--- src/core/maiao_defs.vh ---
// Purpose: Shared constants for the data-move execution block.
// Assumes: Included by bare name from every core file.
// Notes:   Definitions only; no logic lives here.
`ifndef MAIAO_DEFS_VH
`define MAIAO_DEFS_VH

// ==========================================================
// Register byte offsets on the Avalon-MM slave
`define MAIAO_OFS_INSTR      8'h00
`define MAIAO_OFS_WREG       8'h04
`define MAIAO_OFS_STATUS     8'h08
`define MAIAO_OFS_FSR0       8'h0c
`define MAIAO_OFS_FSR1       8'h10
`define MAIAO_OFS_BANK       8'h14
`define MAIAO_OFS_PAGE       8'h18
`define MAIAO_OFS_MEM_ADDR   8'h1c
`define MAIAO_OFS_MEM_DATA   8'h20

// ==========================================================
// Instruction word layout
`define MAIAO_INSTR_W        14
`define MAIAO_OP_HI          13
`define MAIAO_OP_LO          11
`define MAIAO_OP_STORE       3'h0
`define MAIAO_OP_IRD         3'h1
`define MAIAO_OP_IWR         3'h2
`define MAIAO_OP_IRD_REL     3'h3
`define MAIAO_OP_IWR_REL     3'h4
`define MAIAO_OP_BANK        3'h5
`define MAIAO_OP_PAGE        3'h6
`define MAIAO_OP_LIT         3'h7
`define MAIAO_MODE_SEL_BIT   2
`define MAIAO_REL_SEL_BIT    6

// ==========================================================
// Pointer mode field codes
`define MAIAO_MM_PREINC      2'h0
`define MAIAO_MM_PREDEC      2'h1
`define MAIAO_MM_POSTINC     2'h2
`define MAIAO_MM_POSTDEC     2'h3

// ==========================================================
// Status bits and reset values
`define MAIAO_ST_Z_BIT       0
`define MAIAO_ST_C_BIT       1
`define MAIAO_RST_BYTE       8'h00
`define MAIAO_RST_PTR        16'h0000
`define MAIAO_RST_BANK       5'h00
`define MAIAO_RST_PAGE       7'h00
`define MAIAO_RST_INSTR      14'h0000

`endif

--- src/core/maiao_core.v ---
// Purpose: Executes data-move instructions written over Avalon-MM.
// Assumes: One clock; software writes one instruction word at a time.
// Notes:   Data memory is a local array; addresses above it read zero.
//
// Functional notes
// - Indirect read loads W and sets Z; indirect write stores W only.
// - One selector bit picks a pointer; two bits pick the mode.
// - Mode 00 preinc, 01 predec, 10 postinc, 11 postdec.
// - Pre-modes adjust then access; post-modes access then adjust.
// - Relative form adds signed offset -32..31; pointer unchanged.
// - Pointers are 16 bits and wrap modulo 65536.
// - Indirect locations hold nothing; Store to them goes through the pointer, other writes to them are dropped.
// - Load-bank puts a 5-bit literal into the bank register, no flags.
// - Load-page puts a 7-bit literal into the page latch, no flags.
// - Load-literal puts an 8-bit literal into W in one cycle, no flags.
// - Store copies W to a 7-bit addressed file register, no flags.
// - Pointer adjustment never touches any status flag.
`timescale 1ns/1ns
`default_nettype none
`include "maiao_defs.vh"

module maiao_core #(
  parameter MEM_AW = 8
) (
  // Clock and reset
  input  wire        mclk,
  input  wire        arst_n,
  // Avalon-MM slave
  input  wire [7:0]  avs_address,
  input  wire        avs_read,
  input  wire        avs_write,
  input  wire [31:0] avs_writedata,
  input  wire [3:0]  avs_byteenable,
  output reg  [31:0] avs_readdata,
  output wire        avs_waitrequest
);

  // ========================================================
  // Helper functions

  // Merge write data into an old word under the byte enables
  function [31:0] be_merge;
    input [31:0] old_val;
    input [31:0] new_val;
    input [3:0]  be;
    integer i;
    begin
      be_merge = old_val;
      for (i = 0; i < 4; i = i + 1) begin
        if (be[i]) begin
          be_merge[i*8 +: 8] = new_val[i*8 +: 8];
        end
      end
    end
  endfunction

  // Merge the two low lanes of write data into a 16-bit register
  function [15:0] merge16;
    input [15:0] old_val;
    input [31:0] new_val;
    input [3:0]  be;
    begin
      merge16[7:0]  = be[0] ? new_val[7:0]  : old_val[7:0];
      merge16[15:8] = be[1] ? new_val[15:8] : old_val[15:8];
    end
  endfunction

  // Address of one of the two indirect-access locations
  function is_indirect;
    input [15:0] addr;
    begin
      is_indirect = (addr[15:1] == 15'h0000);
    end
  endfunction

  // Address that has real storage in the local array
  function mem_hit;
    input [15:0] addr;
    begin
      mem_hit = ((addr >> MEM_AW) == 16'h0000) && !is_indirect(addr);
    end
  endfunction

  // ========================================================
  // State
  reg [7:0]                  mem [0:(1<<MEM_AW)-1];
  reg [`MAIAO_INSTR_W-1:0]   instr_last;
  reg [7:0]                  wreg;
  reg [7:0]                  status;
  reg [15:0]                 fsr0;
  reg [15:0]                 fsr1;
  reg [4:0]                  bank_select_register;
  reg [6:0]                  pc_high_latch;
  reg [15:0]                 mem_addr;
  reg                        ack;

  // ========================================================
  // Bus handshake: every access takes two cycles, so the answer
  // is always a flop and never a long combinational path.
  wire bus_req;
  wire wr_done;
  assign bus_req         = avs_read | avs_write;
  assign avs_waitrequest = bus_req & ~ack;
  assign wr_done         = avs_write & ack;

  wire hit_instr;
  wire hit_wreg;
  wire hit_status;
  wire hit_fsr0;
  wire hit_fsr1;
  wire hit_bank;
  wire hit_page;
  wire hit_maddr;
  wire hit_mdata;

  // Register decode; low address bits ignored for word alignment
  // Whole byte offsets are compared with the two low bits forced
  // to zero, so both sides of each compare have the same width.
  assign hit_instr  = {avs_address[7:2], 2'b00} == `MAIAO_OFS_INSTR;
  assign hit_wreg   = {avs_address[7:2], 2'b00} == `MAIAO_OFS_WREG;
  assign hit_status = {avs_address[7:2], 2'b00} == `MAIAO_OFS_STATUS;
  assign hit_fsr0   = {avs_address[7:2], 2'b00} == `MAIAO_OFS_FSR0;
  assign hit_fsr1   = {avs_address[7:2], 2'b00} == `MAIAO_OFS_FSR1;
  assign hit_bank   = {avs_address[7:2], 2'b00} == `MAIAO_OFS_BANK;
  assign hit_page   = {avs_address[7:2], 2'b00} == `MAIAO_OFS_PAGE;
  assign hit_maddr  = {avs_address[7:2], 2'b00} == `MAIAO_OFS_MEM_ADDR;
  assign hit_mdata  = {avs_address[7:2], 2'b00} == `MAIAO_OFS_MEM_DATA;

  wire [31:0] wr_word;
  wire [31:0] instr_old;
  assign instr_old = {18'h00000, instr_last};
  assign wr_word   = be_merge(instr_old, avs_writedata, avs_byteenable);

  // ========================================================
  // Instruction field decode
  wire                      exec;
  wire [`MAIAO_INSTR_W-1:0] ins;
  wire [2:0]                opc;
  wire                      op_rel;
  wire                      sel;
  assign exec   = wr_done & hit_instr;
  assign ins    = wr_word[`MAIAO_INSTR_W-1:0];
  assign opc    = ins[`MAIAO_OP_HI:`MAIAO_OP_LO];
  assign op_rel = (opc == `MAIAO_OP_IRD_REL) ||
                  (opc == `MAIAO_OP_IWR_REL);
  // Pointer selector sits in a different bit for each form
  assign sel    = op_rel ? ins[`MAIAO_REL_SEL_BIT]
                         : ins[`MAIAO_MODE_SEL_BIT];

  wire [15:0] sel_ptr;
  wire [15:0] eff_addr;
  wire [15:0] ptr_after;
  assign sel_ptr = sel ? fsr1 : fsr0;

  maiao_ptr_unit u_ptr (
    .ptr                (sel_ptr),
    .pointer_mode_field (ins[1:0]),
    .rel_form           (op_rel),
    .rel_offset         (ins[5:0]),
    .eff_addr           (eff_addr),
    .next_ptr           (ptr_after)
  );

  // Store target: an indirect location redirects via its pointer
  wire [15:0] store_addr;
  assign store_addr = is_indirect({9'h000, ins[6:0]})
                    ? (ins[0] ? fsr1 : fsr0)
                    : {9'h000, ins[6:0]};

  // Reads of a location with no storage give zero; this also keeps
  // an indirect location from ever reading back a stored byte.
  wire [7:0] ind_byte;
  assign ind_byte = mem_hit(eff_addr)
                  ? mem[eff_addr[MEM_AW-1:0]]
                  : `MAIAO_RST_BYTE;

  // ========================================================
  // Next-state logic for the architectural registers
  reg [7:0]  next_wreg;
  reg [7:0]  next_status;
  reg [15:0] next_fsr0;
  reg [15:0] next_fsr1;
  reg [4:0]  next_bank;
  reg [6:0]  next_page;
  reg        mem_we;
  reg [15:0] mem_wa;
  reg [7:0]  mem_wd;

  always @* begin
    next_wreg   = wreg;
    next_status = status;
    next_fsr0   = fsr0;
    next_fsr1   = fsr1;
    next_bank   = bank_select_register;
    next_page   = pc_high_latch;
    mem_we      = 1'b0;
    mem_wa      = mem_addr;
    mem_wd      = wr_word[7:0];
    if (exec) begin
      case (opc)
        `MAIAO_OP_IRD, `MAIAO_OP_IRD_REL: begin
          next_wreg = ind_byte;
          next_status[`MAIAO_ST_Z_BIT] =
            (ind_byte == 8'h00);
        end
        `MAIAO_OP_IWR, `MAIAO_OP_IWR_REL: begin
          mem_we = mem_hit(eff_addr);
          mem_wa = eff_addr;
          mem_wd = wreg;
        end
        `MAIAO_OP_STORE: begin
          mem_we = mem_hit(store_addr);
          mem_wa = store_addr;
          mem_wd = wreg;
        end
        `MAIAO_OP_BANK: begin
          next_bank = ins[4:0];
        end
        `MAIAO_OP_PAGE: begin
          next_page = ins[6:0];
        end
        `MAIAO_OP_LIT: begin
          next_wreg = ins[7:0];
        end
        default: begin
          next_wreg = wreg;
        end
      endcase
      // Pointer update; status is left alone on this path
      if ((opc == `MAIAO_OP_IRD) || (opc == `MAIAO_OP_IWR)) begin
        if (sel) begin
          next_fsr1 = ptr_after;
        end else begin
          next_fsr0 = ptr_after;
        end
      end
    end else if (wr_done) begin
      // Direct software writes to the visible registers
      // W is one byte wide, so only lane 0 can reach it
      if (hit_wreg && avs_byteenable[0]) begin
        next_wreg = avs_writedata[7:0];
      end
      if (hit_status) begin
        next_status = {6'h00,
                       wr_word[`MAIAO_ST_C_BIT] & avs_byteenable[0],
                       wr_word[`MAIAO_ST_Z_BIT] & avs_byteenable[0]}
                    | (status & {8{~avs_byteenable[0]}});
      end
      // Pointers fill lanes 0 and 1; the upper lanes hold no bits
      if (hit_fsr0) begin
        next_fsr0 = merge16(fsr0, avs_writedata, avs_byteenable);
      end
      if (hit_fsr1) begin
        next_fsr1 = merge16(fsr1, avs_writedata, avs_byteenable);
      end
      if (hit_bank && avs_byteenable[0]) begin
        next_bank = avs_writedata[4:0];
      end
      if (hit_page && avs_byteenable[0]) begin
        next_page = avs_writedata[6:0];
      end
      // Direct window: indirect locations have no cells to write
      if (hit_mdata && avs_byteenable[0]) begin
        mem_we = mem_hit(mem_addr);
        mem_wa = mem_addr;
        mem_wd = avs_writedata[7:0];
      end
    end
  end

  // ========================================================
  // Read data mux, sampled into a flop on the request cycle
  reg [31:0] rd_mux;
  always @* begin
    rd_mux = 32'h00000000;
    if (hit_instr) begin
      rd_mux = instr_old;
    end else if (hit_wreg) begin
      rd_mux = {24'h000000, wreg};
    end else if (hit_status) begin
      rd_mux = {24'h000000, status};
    end else if (hit_fsr0) begin
      rd_mux = {16'h0000, fsr0};
    end else if (hit_fsr1) begin
      rd_mux = {16'h0000, fsr1};
    end else if (hit_bank) begin
      rd_mux = {27'h0000000, bank_select_register};
    end else if (hit_page) begin
      rd_mux = {25'h0000000, pc_high_latch};
    end else if (hit_maddr) begin
      rd_mux = {16'h0000, mem_addr};
    end else if (hit_mdata) begin
      rd_mux = mem_hit(mem_addr)
             ? {24'h000000, mem[mem_addr[MEM_AW-1:0]]}
             : 32'h00000000;
    end
  end

  // ========================================================
  // Data memory: no reset, contents undefined until written
  always @(posedge mclk) begin
    if (mem_we) begin
      mem[mem_wa[MEM_AW-1:0]] <= mem_wd;
    end
  end

  // ========================================================
  // Architectural registers and bus handshake flops
  always @(posedge mclk or negedge arst_n) begin
    if (!arst_n) begin
      ack                  <= 1'b0;
      avs_readdata         <= 32'h00000000;
      instr_last           <= `MAIAO_RST_INSTR;
      wreg                 <= `MAIAO_RST_BYTE;
      status               <= `MAIAO_RST_BYTE;
      fsr0                 <= `MAIAO_RST_PTR;
      fsr1                 <= `MAIAO_RST_PTR;
      bank_select_register <= `MAIAO_RST_BANK;
      pc_high_latch        <= `MAIAO_RST_PAGE;
      mem_addr             <= `MAIAO_RST_PTR;
    end else begin
      ack                  <= bus_req & ~ack;
      if (avs_read && !ack) begin
        avs_readdata <= rd_mux;
      end
      if (exec) begin
        instr_last <= ins;
      end
      // Window address stays apart from the instruction path
      if (wr_done && hit_maddr) begin
        mem_addr <= merge16(mem_addr, avs_writedata, avs_byteenable);
      end
      wreg                 <= next_wreg;
      status               <= next_status;
      fsr0                 <= next_fsr0;
      fsr1                 <= next_fsr1;
      bank_select_register <= next_bank;
      pc_high_latch        <= next_page;
    end
  end

endmodule
`default_nettype wire

--- src/core/maiao_ptr_unit.v ---
// Purpose: Effective address and next pointer for indirect moves.
// Assumes: Purely combinational; caller selects the pointer.
// Notes:   16-bit sums wrap on their own, which gives modulo 65536.
`timescale 1ns/1ns
`default_nettype none
`include "maiao_defs.vh"

module maiao_ptr_unit (
  // Selected pointer and addressing form
  input  wire [15:0] ptr,
  input  wire [1:0]  pointer_mode_field,
  input  wire        rel_form,
  input  wire [5:0]  rel_offset,
  // Results
  output reg  [15:0] eff_addr,
  output reg  [15:0] next_ptr
);

  wire [15:0] ptr_inc;
  wire [15:0] ptr_dec;
  wire [15:0] ptr_rel;

  // Wrap-around falls out of the fixed 16-bit width
  assign ptr_inc = ptr + 16'h0001;
  assign ptr_dec = ptr - 16'h0001;
  assign ptr_rel = ptr + {{10{rel_offset[5]}}, rel_offset};

  // ========================================================
  // Mode decode
  always @* begin
    eff_addr = ptr;
    next_ptr = ptr;
    if (rel_form) begin
      eff_addr = ptr_rel;
      next_ptr = ptr;
    end else begin
      case (pointer_mode_field)
        `MAIAO_MM_PREINC: begin
          eff_addr = ptr_inc;
          next_ptr = ptr_inc;
        end
        `MAIAO_MM_PREDEC: begin
          eff_addr = ptr_dec;
          next_ptr = ptr_dec;
        end
        `MAIAO_MM_POSTINC: begin
          eff_addr = ptr;
          next_ptr = ptr_inc;
        end
        `MAIAO_MM_POSTDEC: begin
          eff_addr = ptr;
          next_ptr = ptr_dec;
        end
        default: begin
          eff_addr = ptr;
          next_ptr = ptr;
        end
      endcase
    end
  end

endmodule
`default_nettype wire

--- config.mk ---
export PLATFORM = sky130hd
export DESIGN_NAME = maiao_core
export DESIGN_NICKNAME = d
export VERILOG_FILES = /design/src/core/maiao_core.v /design/src/core/maiao_ptr_unit.v
export VERILOG_INCLUDE_DIRS = /design/src /design/src/core
export SDC_FILE = /design/constraint.sdc
export NUM_CORES = 2
export LEC_CHECK = 0
export BUFFER_PORTS_ARGS = -buffer_cell sky130_fd_sc_hd__buf_2
export CORE_MARGIN = 2
export CORE_UTILIZATION = 23
export DETAILED_ROUTE_END_ITERATION = 12
export GPL_TIMING_DRIVEN = 0
export HOLD_SLACK_MARGIN = 0.06
export REMOVE_ABC_BUFFERS = 1
export SLEW_MARGIN = 30
export SYNTH_ARGS = -nofsm -noshare
export SYNTH_HDL_FRONTEND = slang
export SYNTH_HIERARCHICAL = 1
export SYNTH_SLANG_ARGS = --single-unit
--- constraint.sdc ---
create_clock -name mclk -period 21.7 [get_ports mclk]
set_clock_uncertainty 0.15 [all_clocks]
set_input_delay 3.255 -clock mclk [delete_from_list [all_inputs] [get_ports mclk]]
set_output_delay 3.255 -clock mclk [all_outputs]
set_load 0.005 [all_outputs]
; Word-level counts from Yosys, hierarchy flattened
; Memory sizes are Yosys's and may differ from the RTL's.
; Cells that the tools add are included.
[word_totals]
register_bits = 123
mem_bits_rw = 2048
in_bits = 48
out_inout_bits = 33
wordCells = 169
mem_count = 1
[op_classes]
n_addsub = 3
n_eq_ne = 25
n_mux = 61
n_bitwise = 11
reduce_logical = 53
[memory_table]
columns = name, words, width, rd, rd_clocked_by_memory_dff, write_ports, line_no
row1 = mem, 256, 8, 2, 0, 1, maiao_core.v:86  ; reg [7:0] mem [0:(1<<MEM_AW)-1];
[op_table]
columns = operator, count
row1 = $mux 16, 23
row2 = $mux 8, 14
row3 = $logic_not 16->1, 3
row4 = $pmux 16 s3, 1
row5 = $logic_not 15->1, 3
row6 = $pmux 16 s2, 1
row7 = $pmux 8 s2, 2
row8 = $mux 7, 4
row9 = $eq 6x3->1 const B, 4
row10 = $mux 5, 4
row11 = $reduce_and 5->1, 4
row12 = $reduce_bool 2->1, 9
row13 = $add 16x1->16 const B, 1
row14 = $add 16x16->16, 1
row15 = $sub 16x1->16 const B, 1
row16 = $reduce_and 3->1, 5
row17 = $eq 3x3->1 const B, 4
row18 = $eq 6x2->1 const B, 2
row19 = $logic_not 6->1, 2
row20 = $mux 1, 10
row21 = $ne 2x1->1 const B, 5
row22 = $reduce_or 2->1, 5
row23 = $logic_and 1x1->1, 9
row24 = $and 8x8->8, 1
row25 = 21 further kinds, 35

; Depth between registers and ports, before layout
[depth]
word_depth = 15
ltp_mapped = 29
ltp_nobuf = 25

; Modules after synthesis
; The synthesis kept the hierarchy.
[modules_own_cells]
columns = mod, n_inst, cells_per_inst, area_per_inst_um2, seq_area_each_um2
row1 = maiao_core, 1, 5905, 102889.9, 64176.6
row2 = maiao_ptr_unit, 1, 256, 1760.4, 0.0

; Least setup slack after synthesis
; No wires, ideal clock.
[synth_path]
path_type = input to register
start = in avs_address[3]
end = mem mem[0][7], data pin
setup_time_ns = 2.187
t_arrival_ns = 14.038
required_ns = 19.363
slack_ns = 5.325
cell_stages = 7
path_buffers = 2
cell_sequence = clkbuf_1 > nor2_1 > nand2_4 > nor2_4 > and3_1 > buf_2 > o21ai_0
[synth_via]
elab_chain_len = 5
word_cells_on_any_way = 7
classes_between = eq/ne (1) / mux (3) / bitwise (1) / reduce/logical (2)
[synth_lines]
columns = element, line_no
row1 = start: declaration, maiao_core.v:29  ; input wire [7:0] avs_address,
row2 = $eq 6x4->1 (no line), n/a
row3 = $logic_and 1x1->1, maiao_core.v:263  ; if (hit_mdata && avs_byteenable[0]) begin
row4 = $mux 8, maiao_core.v:263
row5 = $mux 8, maiao_core.v:237  ; end else if (wr_done) begin
row6 = $mux 8 *, maiao_core.v:199  ; if (exec) begin
row7 = net mem_wd[7], maiao_core.v:187  ; reg [7:0] mem_wd;
row8 = end: declaration, maiao_core.v:86
; The timed path passes the listed nets; every way through them passes the cells marked *.

; Worst setup path after layout
[layout_path]
start = in avs_byteenable[1]
end = mem mem[19][7], enable pin
[layout_via]
elab_chain_len = 15
word_cells_on_any_way = 24
classes_between = add/sub (3) / eq/ne (3) / mux (11) / reduce/logical (7)
[layout_lines]
columns = element, line_no
row1 = start: declaration, maiao_core.v:33  ; input wire [3:0] avs_byteenable,
row2 = $mux 6 *, maiao_core.v:50  ; if (be[i]) begin
row3 = $eq 3x2->1 / $eq 3x3->1 (equally long branches), n/a
row4 = $logic_or 1x1->1 *, maiao_core.v:144  ; assign op_rel = (opc == `MAIAO_OP_IRD_REL) ||
row5 = $mux 1 *, maiao_core.v:147  ; assign sel = op_rel ? ins[`MAIAO_REL_SEL_BIT]
row6 = $mux 16 *, maiao_core.v:153  ; assign sel_ptr = sel ? fsr1 : fsr0;
row7 = net sel_ptr[1], maiao_core.v:150  ; wire [15:0] sel_ptr;
row8 = $sub 16x1->16 / $add 16x1->16 (equally long branches), "maiao_ptr_unit.v:25, maiao_ptr_unit.v:24"
row9 = $pmux 16 s3, maiao_ptr_unit.v:37  ; case (pointer_mode_field)
row10 = $mux 16 *, maiao_ptr_unit.v:33  ; if (rel_form) begin
row11 = net eff_addr[12], maiao_core.v:151  ; wire [15:0] eff_addr;
row12 = $logic_not 15->1, maiao_core.v:72  ; is_indirect = (addr[15:1] == 15'h0000);
row13 = $logic_not 1->1, maiao_core.v:80  ; mem_hit = ((addr >> MEM_AW) == 16'h0000) && !is_indirect(addr);
row14 = $logic_and 1x1->1 *, maiao_core.v:80
row15 = $pmux 1 s2 *, maiao_core.v:200  ; case (opc)
row16 = $mux 1 *, maiao_core.v:199
row17 = $mux 1 *, maiao_core.v:302  ; if (mem_we) begin
row18 = $mux 1 (not written as such) *, maiao_core.v:303  ; mem[mem_wa[MEM_AW-1:0]] <= mem_wd;
; Marks and branches as above.

==> key figures <==
STA
  – Worst hold slack: 0.344 ns
  – Fmax: between 0.08 and 0.09 GHz
  – Setup TNS: 0 ns
  – Slew margin rel.: 21.5%
  – Final hold vios: 0
  – Final setup vio count: 0
  – Unrepaired setup endpoints after global routing: no
  – Worst-Margin Slew: between 1 and 1.5 ns
  – Fin crit period: around 12 ns
  – Period utilization: about 57%
  – Max-slew violations: 0

Routing
  – Final ANT Viol Nets: 0
  – Number of detailed-route iterations in the first pass: 8
  – Via count: ~67,000
  – Final wirelength: around 370,000 um
  – Initial DRC Count: around 11,000
  – Via density: ~5.4
  – Final routed DRC violation total: 0
  – Detailed-route wire length per cell: between 20 and 30 um

CTS
  – Cts repair resizes: 0
  – Worst-path clk slew: about 0.07 ns
  – Hold_buf cts: 0
  – CTS Sinks: approximately 2,200
  – Htree depth: 4
  – Skew-Pair Late Insertion Delay: about 0.92 ns
  – Total CTS buffers: 220
  – Root buffer cell: clkbuf_16
  – CTS tree: built
  – Post-CTS setup buffers: 0
  – Clk buf depth: 3

Layout
  – Multi-input gate area: 38,800 um2
  – Fill cell count: around 45,000
  – Register area: around 64,000 um2
  – Layout Nets: around 6,300
  – Syn-to-layout area delta: 19.5%
  – Fraction of layout cells with a size suffix above 1: 29.9%

Run status
  – Status: finished, final reports clean

Yosys
  – Seq/Total Area, Yosys: a little over 60%
  – Synth warn: 6
  – Yosys top cell area share: 58.8%
  – Most common cell in the netlist: edfxtp_1
  – Yosys reg bits: 2,155
  – Number of synthesized flops with an enable pin: 2,048
  – Largest area contributor in the synthesized netlist: edfxtp_1
  – Gate Count Post-Synth: 6,161
  – Main synth FF type: edfxtp_1
  – Top cells by area, synth: edfxtp_1 59%, mux4_2 19%, mux2i_1 4.4%
  – Most instantiated cells after synthesis: 2,048 x edfxtp_1, 902 x mux4_2, 457 x mux2i_1, 433 x nor2_1, 269 x nand2_1
  – Yosys cell types: slightly above 100
  – FFs w/ async S/R, synth: under 10%
  – Syn_area_per_cell: 17.0 um2
  – Cell area after synthesis: ~100,000 um2

Global route
  – Vias in the first global route: 66,028
  – Largest net degree at the start of global routing: 70
  – GRT met3 Usage: under 10%
  – Met1 usage: 19.7%
  – GR Util met2: 23.6%
  – Global router's overall resource usage: between 10% and 20%
  – Gr busiest metal: met2
  – GRT Residual Overflow: 0
  – Antenna violations before repair: 30
  – First-pass GRT wire length: about 510,000 um

Floorplan
  – Die footprint: 460,000 um2
  – Initial Util: between 20% and 30%
  – Die H: between 600 and 700 um
  – Row count: about 250
  – Core area: ~450,000 um2
  – Boundary Pins: between 80 and 90
  – Die width: 679 um

Pwr
  – Total power: 12,200 uW
  – P_leak: 0.0382 uW
  – Cell area power density: approximately 98 nW/um2
  – VDD IR max: slightly above 0.0001 V

Critical path
  – Worst Path Max Fanout: 19
  – Slowest library cell on the worst path: nor2_1
  – Arr. time, crit path: ~13 ns
  – CP Data Required Time: roughly 22 ns
  – Slowest stage delay, CP: approximately 1.1 ns
  – Crit. End Element: flip-flop
  – CP delay by family, top: simple AND/OR/NAND/NOR gates
  – WP buf/inv: 5
  – Worst setup SP type: input pin
  – WS Path Type: in2reg
  – Most Frequent Cell on Critical Path: a21oi_1

Job
  – Max-cap violations: 0

Placed design
  – HPWL Detailed: around 260,000 um
  – Placer congestion estimate: slightly below 0.9
  – IO Port Bufs: 44

Hold path
  – Hold Crit Class: reg2reg
==> cells by family (layout without fill, tap and decap cells) <==
kind of cell,count (synthesis),after routing,synth area share [%]
flops,2155,2155,61.3
buf+inv,531,794,2.72
other cells,1,46,0.00358
compound gates,939,939,6.25
simple gates,1047,1047,4.59
mux,1430,1430,24.6
xor+xnor,40,40,0.335
fa+ha+maj,18,18,0.222
==> layout by cell type, fill, tap and decap left out, types with 23 or more instances in the layout <==
master     synthesis  final
edfxtp_1        2048   2048
mux4_2           902    902
mux2i_1          457    455
nor2_1           433    297
nand2_1          269    267
a21oi_1          235    224
clkbuf_16          0    221
buf_16             0    166
o221ai_1         156    156
nor2_2             4    138
dfrtp_1          107    100
o22ai_1           92     92
buf_8              2     88
a22oi_1           85     85
o21ai_0           84     81
nor3_1            77     69
mux2_2            68     67
a211oi_1          54     50
clkinv_1           2     50
nand3_1           61     47
buf_2            165     46
clkinv_2           0     45
buf_12             0     45
clkbuf_1         173     37
conb_1             1     32
a31oi_1           27     26
bufinv_16          0     26
and3_1            25     25
xor2_1            24     24
nor2b_1           34     23
a22o_1            23     23
==> final timing paths <==
kind | from | to | slack [ns] | depth (start not counted)
max in group asynchronous | arst_n | fsr1[2] | 18.55 | 2
setup / recovery | avs_byteenable[1] | mem[19][7] | 9.28 | 25
min in group asynchronous | arst_n | ack | 2.12 | 1
hold / removal | status[6] | status[6] | 0.34 | 2
hold reg to reg | status[6] | status[6] | 0.34 | 2
setup reg to reg | instr_last[12] | mem[19][7] | 11.54 | 24
==> tightest hold or removal path, delay by kind of cell (launching register included) <==
family        cells  cell delay [ns]
simple gates      1             0.09
buf+inv           1             0.05
flops             1             0.32
==> routing by layer <==
layer	wire, um	vias to the layer above	share of wire, %
met4	20100	20	5.5
met5	139	-	0.038
met3	45300	947	12
met1	135000	35283	37
li1	-	26015	-
met2	165000	4780	45
==> area by class of cell <==
class	instances	area share (%)
Clock inverter	151	1.35
Sequential cell	2155	51.3
Multi-Input combinational cell	3506	31.0
Timing Repair Buffer	354	5.68
Inverter	30	0.122
Clock buffer	259	4.54
Antenna cell	14	0.0280
Tap cell	5976	5.98
==> flip-flops by register name, summed over array words and instances, names as in the netlist, named ones only <==
register / count
pc_high_latch: 7
mem: 2048
instr_last: 14
fsr0: 16
mem_addr: 16
avs_readdata: 16
fsr1: 16
ack: 1
wreg: 8
bank_select_register: 5
status: 6
==> per-stage QoR <==
| step | util (%) | instances | worst slack (ns) | cell area, um2 |
|---|---|---|---|---|
| 2_1_floorplan | - | 5691 | -48.78 | 102000 |
| 3_3_place_gp | 24.2 | 11711 | -102.28 | 110000 |
| 3_5_place_dp | 26.0 | 12021 | 8.88 | 118000 |
| 4_1_cts | 27.6 | 12431 | 9.75 | 125000 |
| 5_1_grt | 27.6 | 12431 | 9.06 | 125000 |
| 6_report | 27.6 | 12445 | 9.28 | 125000 |
==> report_power, final <==
part,switching [uW],internal [uW]
Clock,1710,2190
Combinational,2130,1490
Sequential,30.7,4650
No activity file was read; power rests on OpenSTA's default activity.
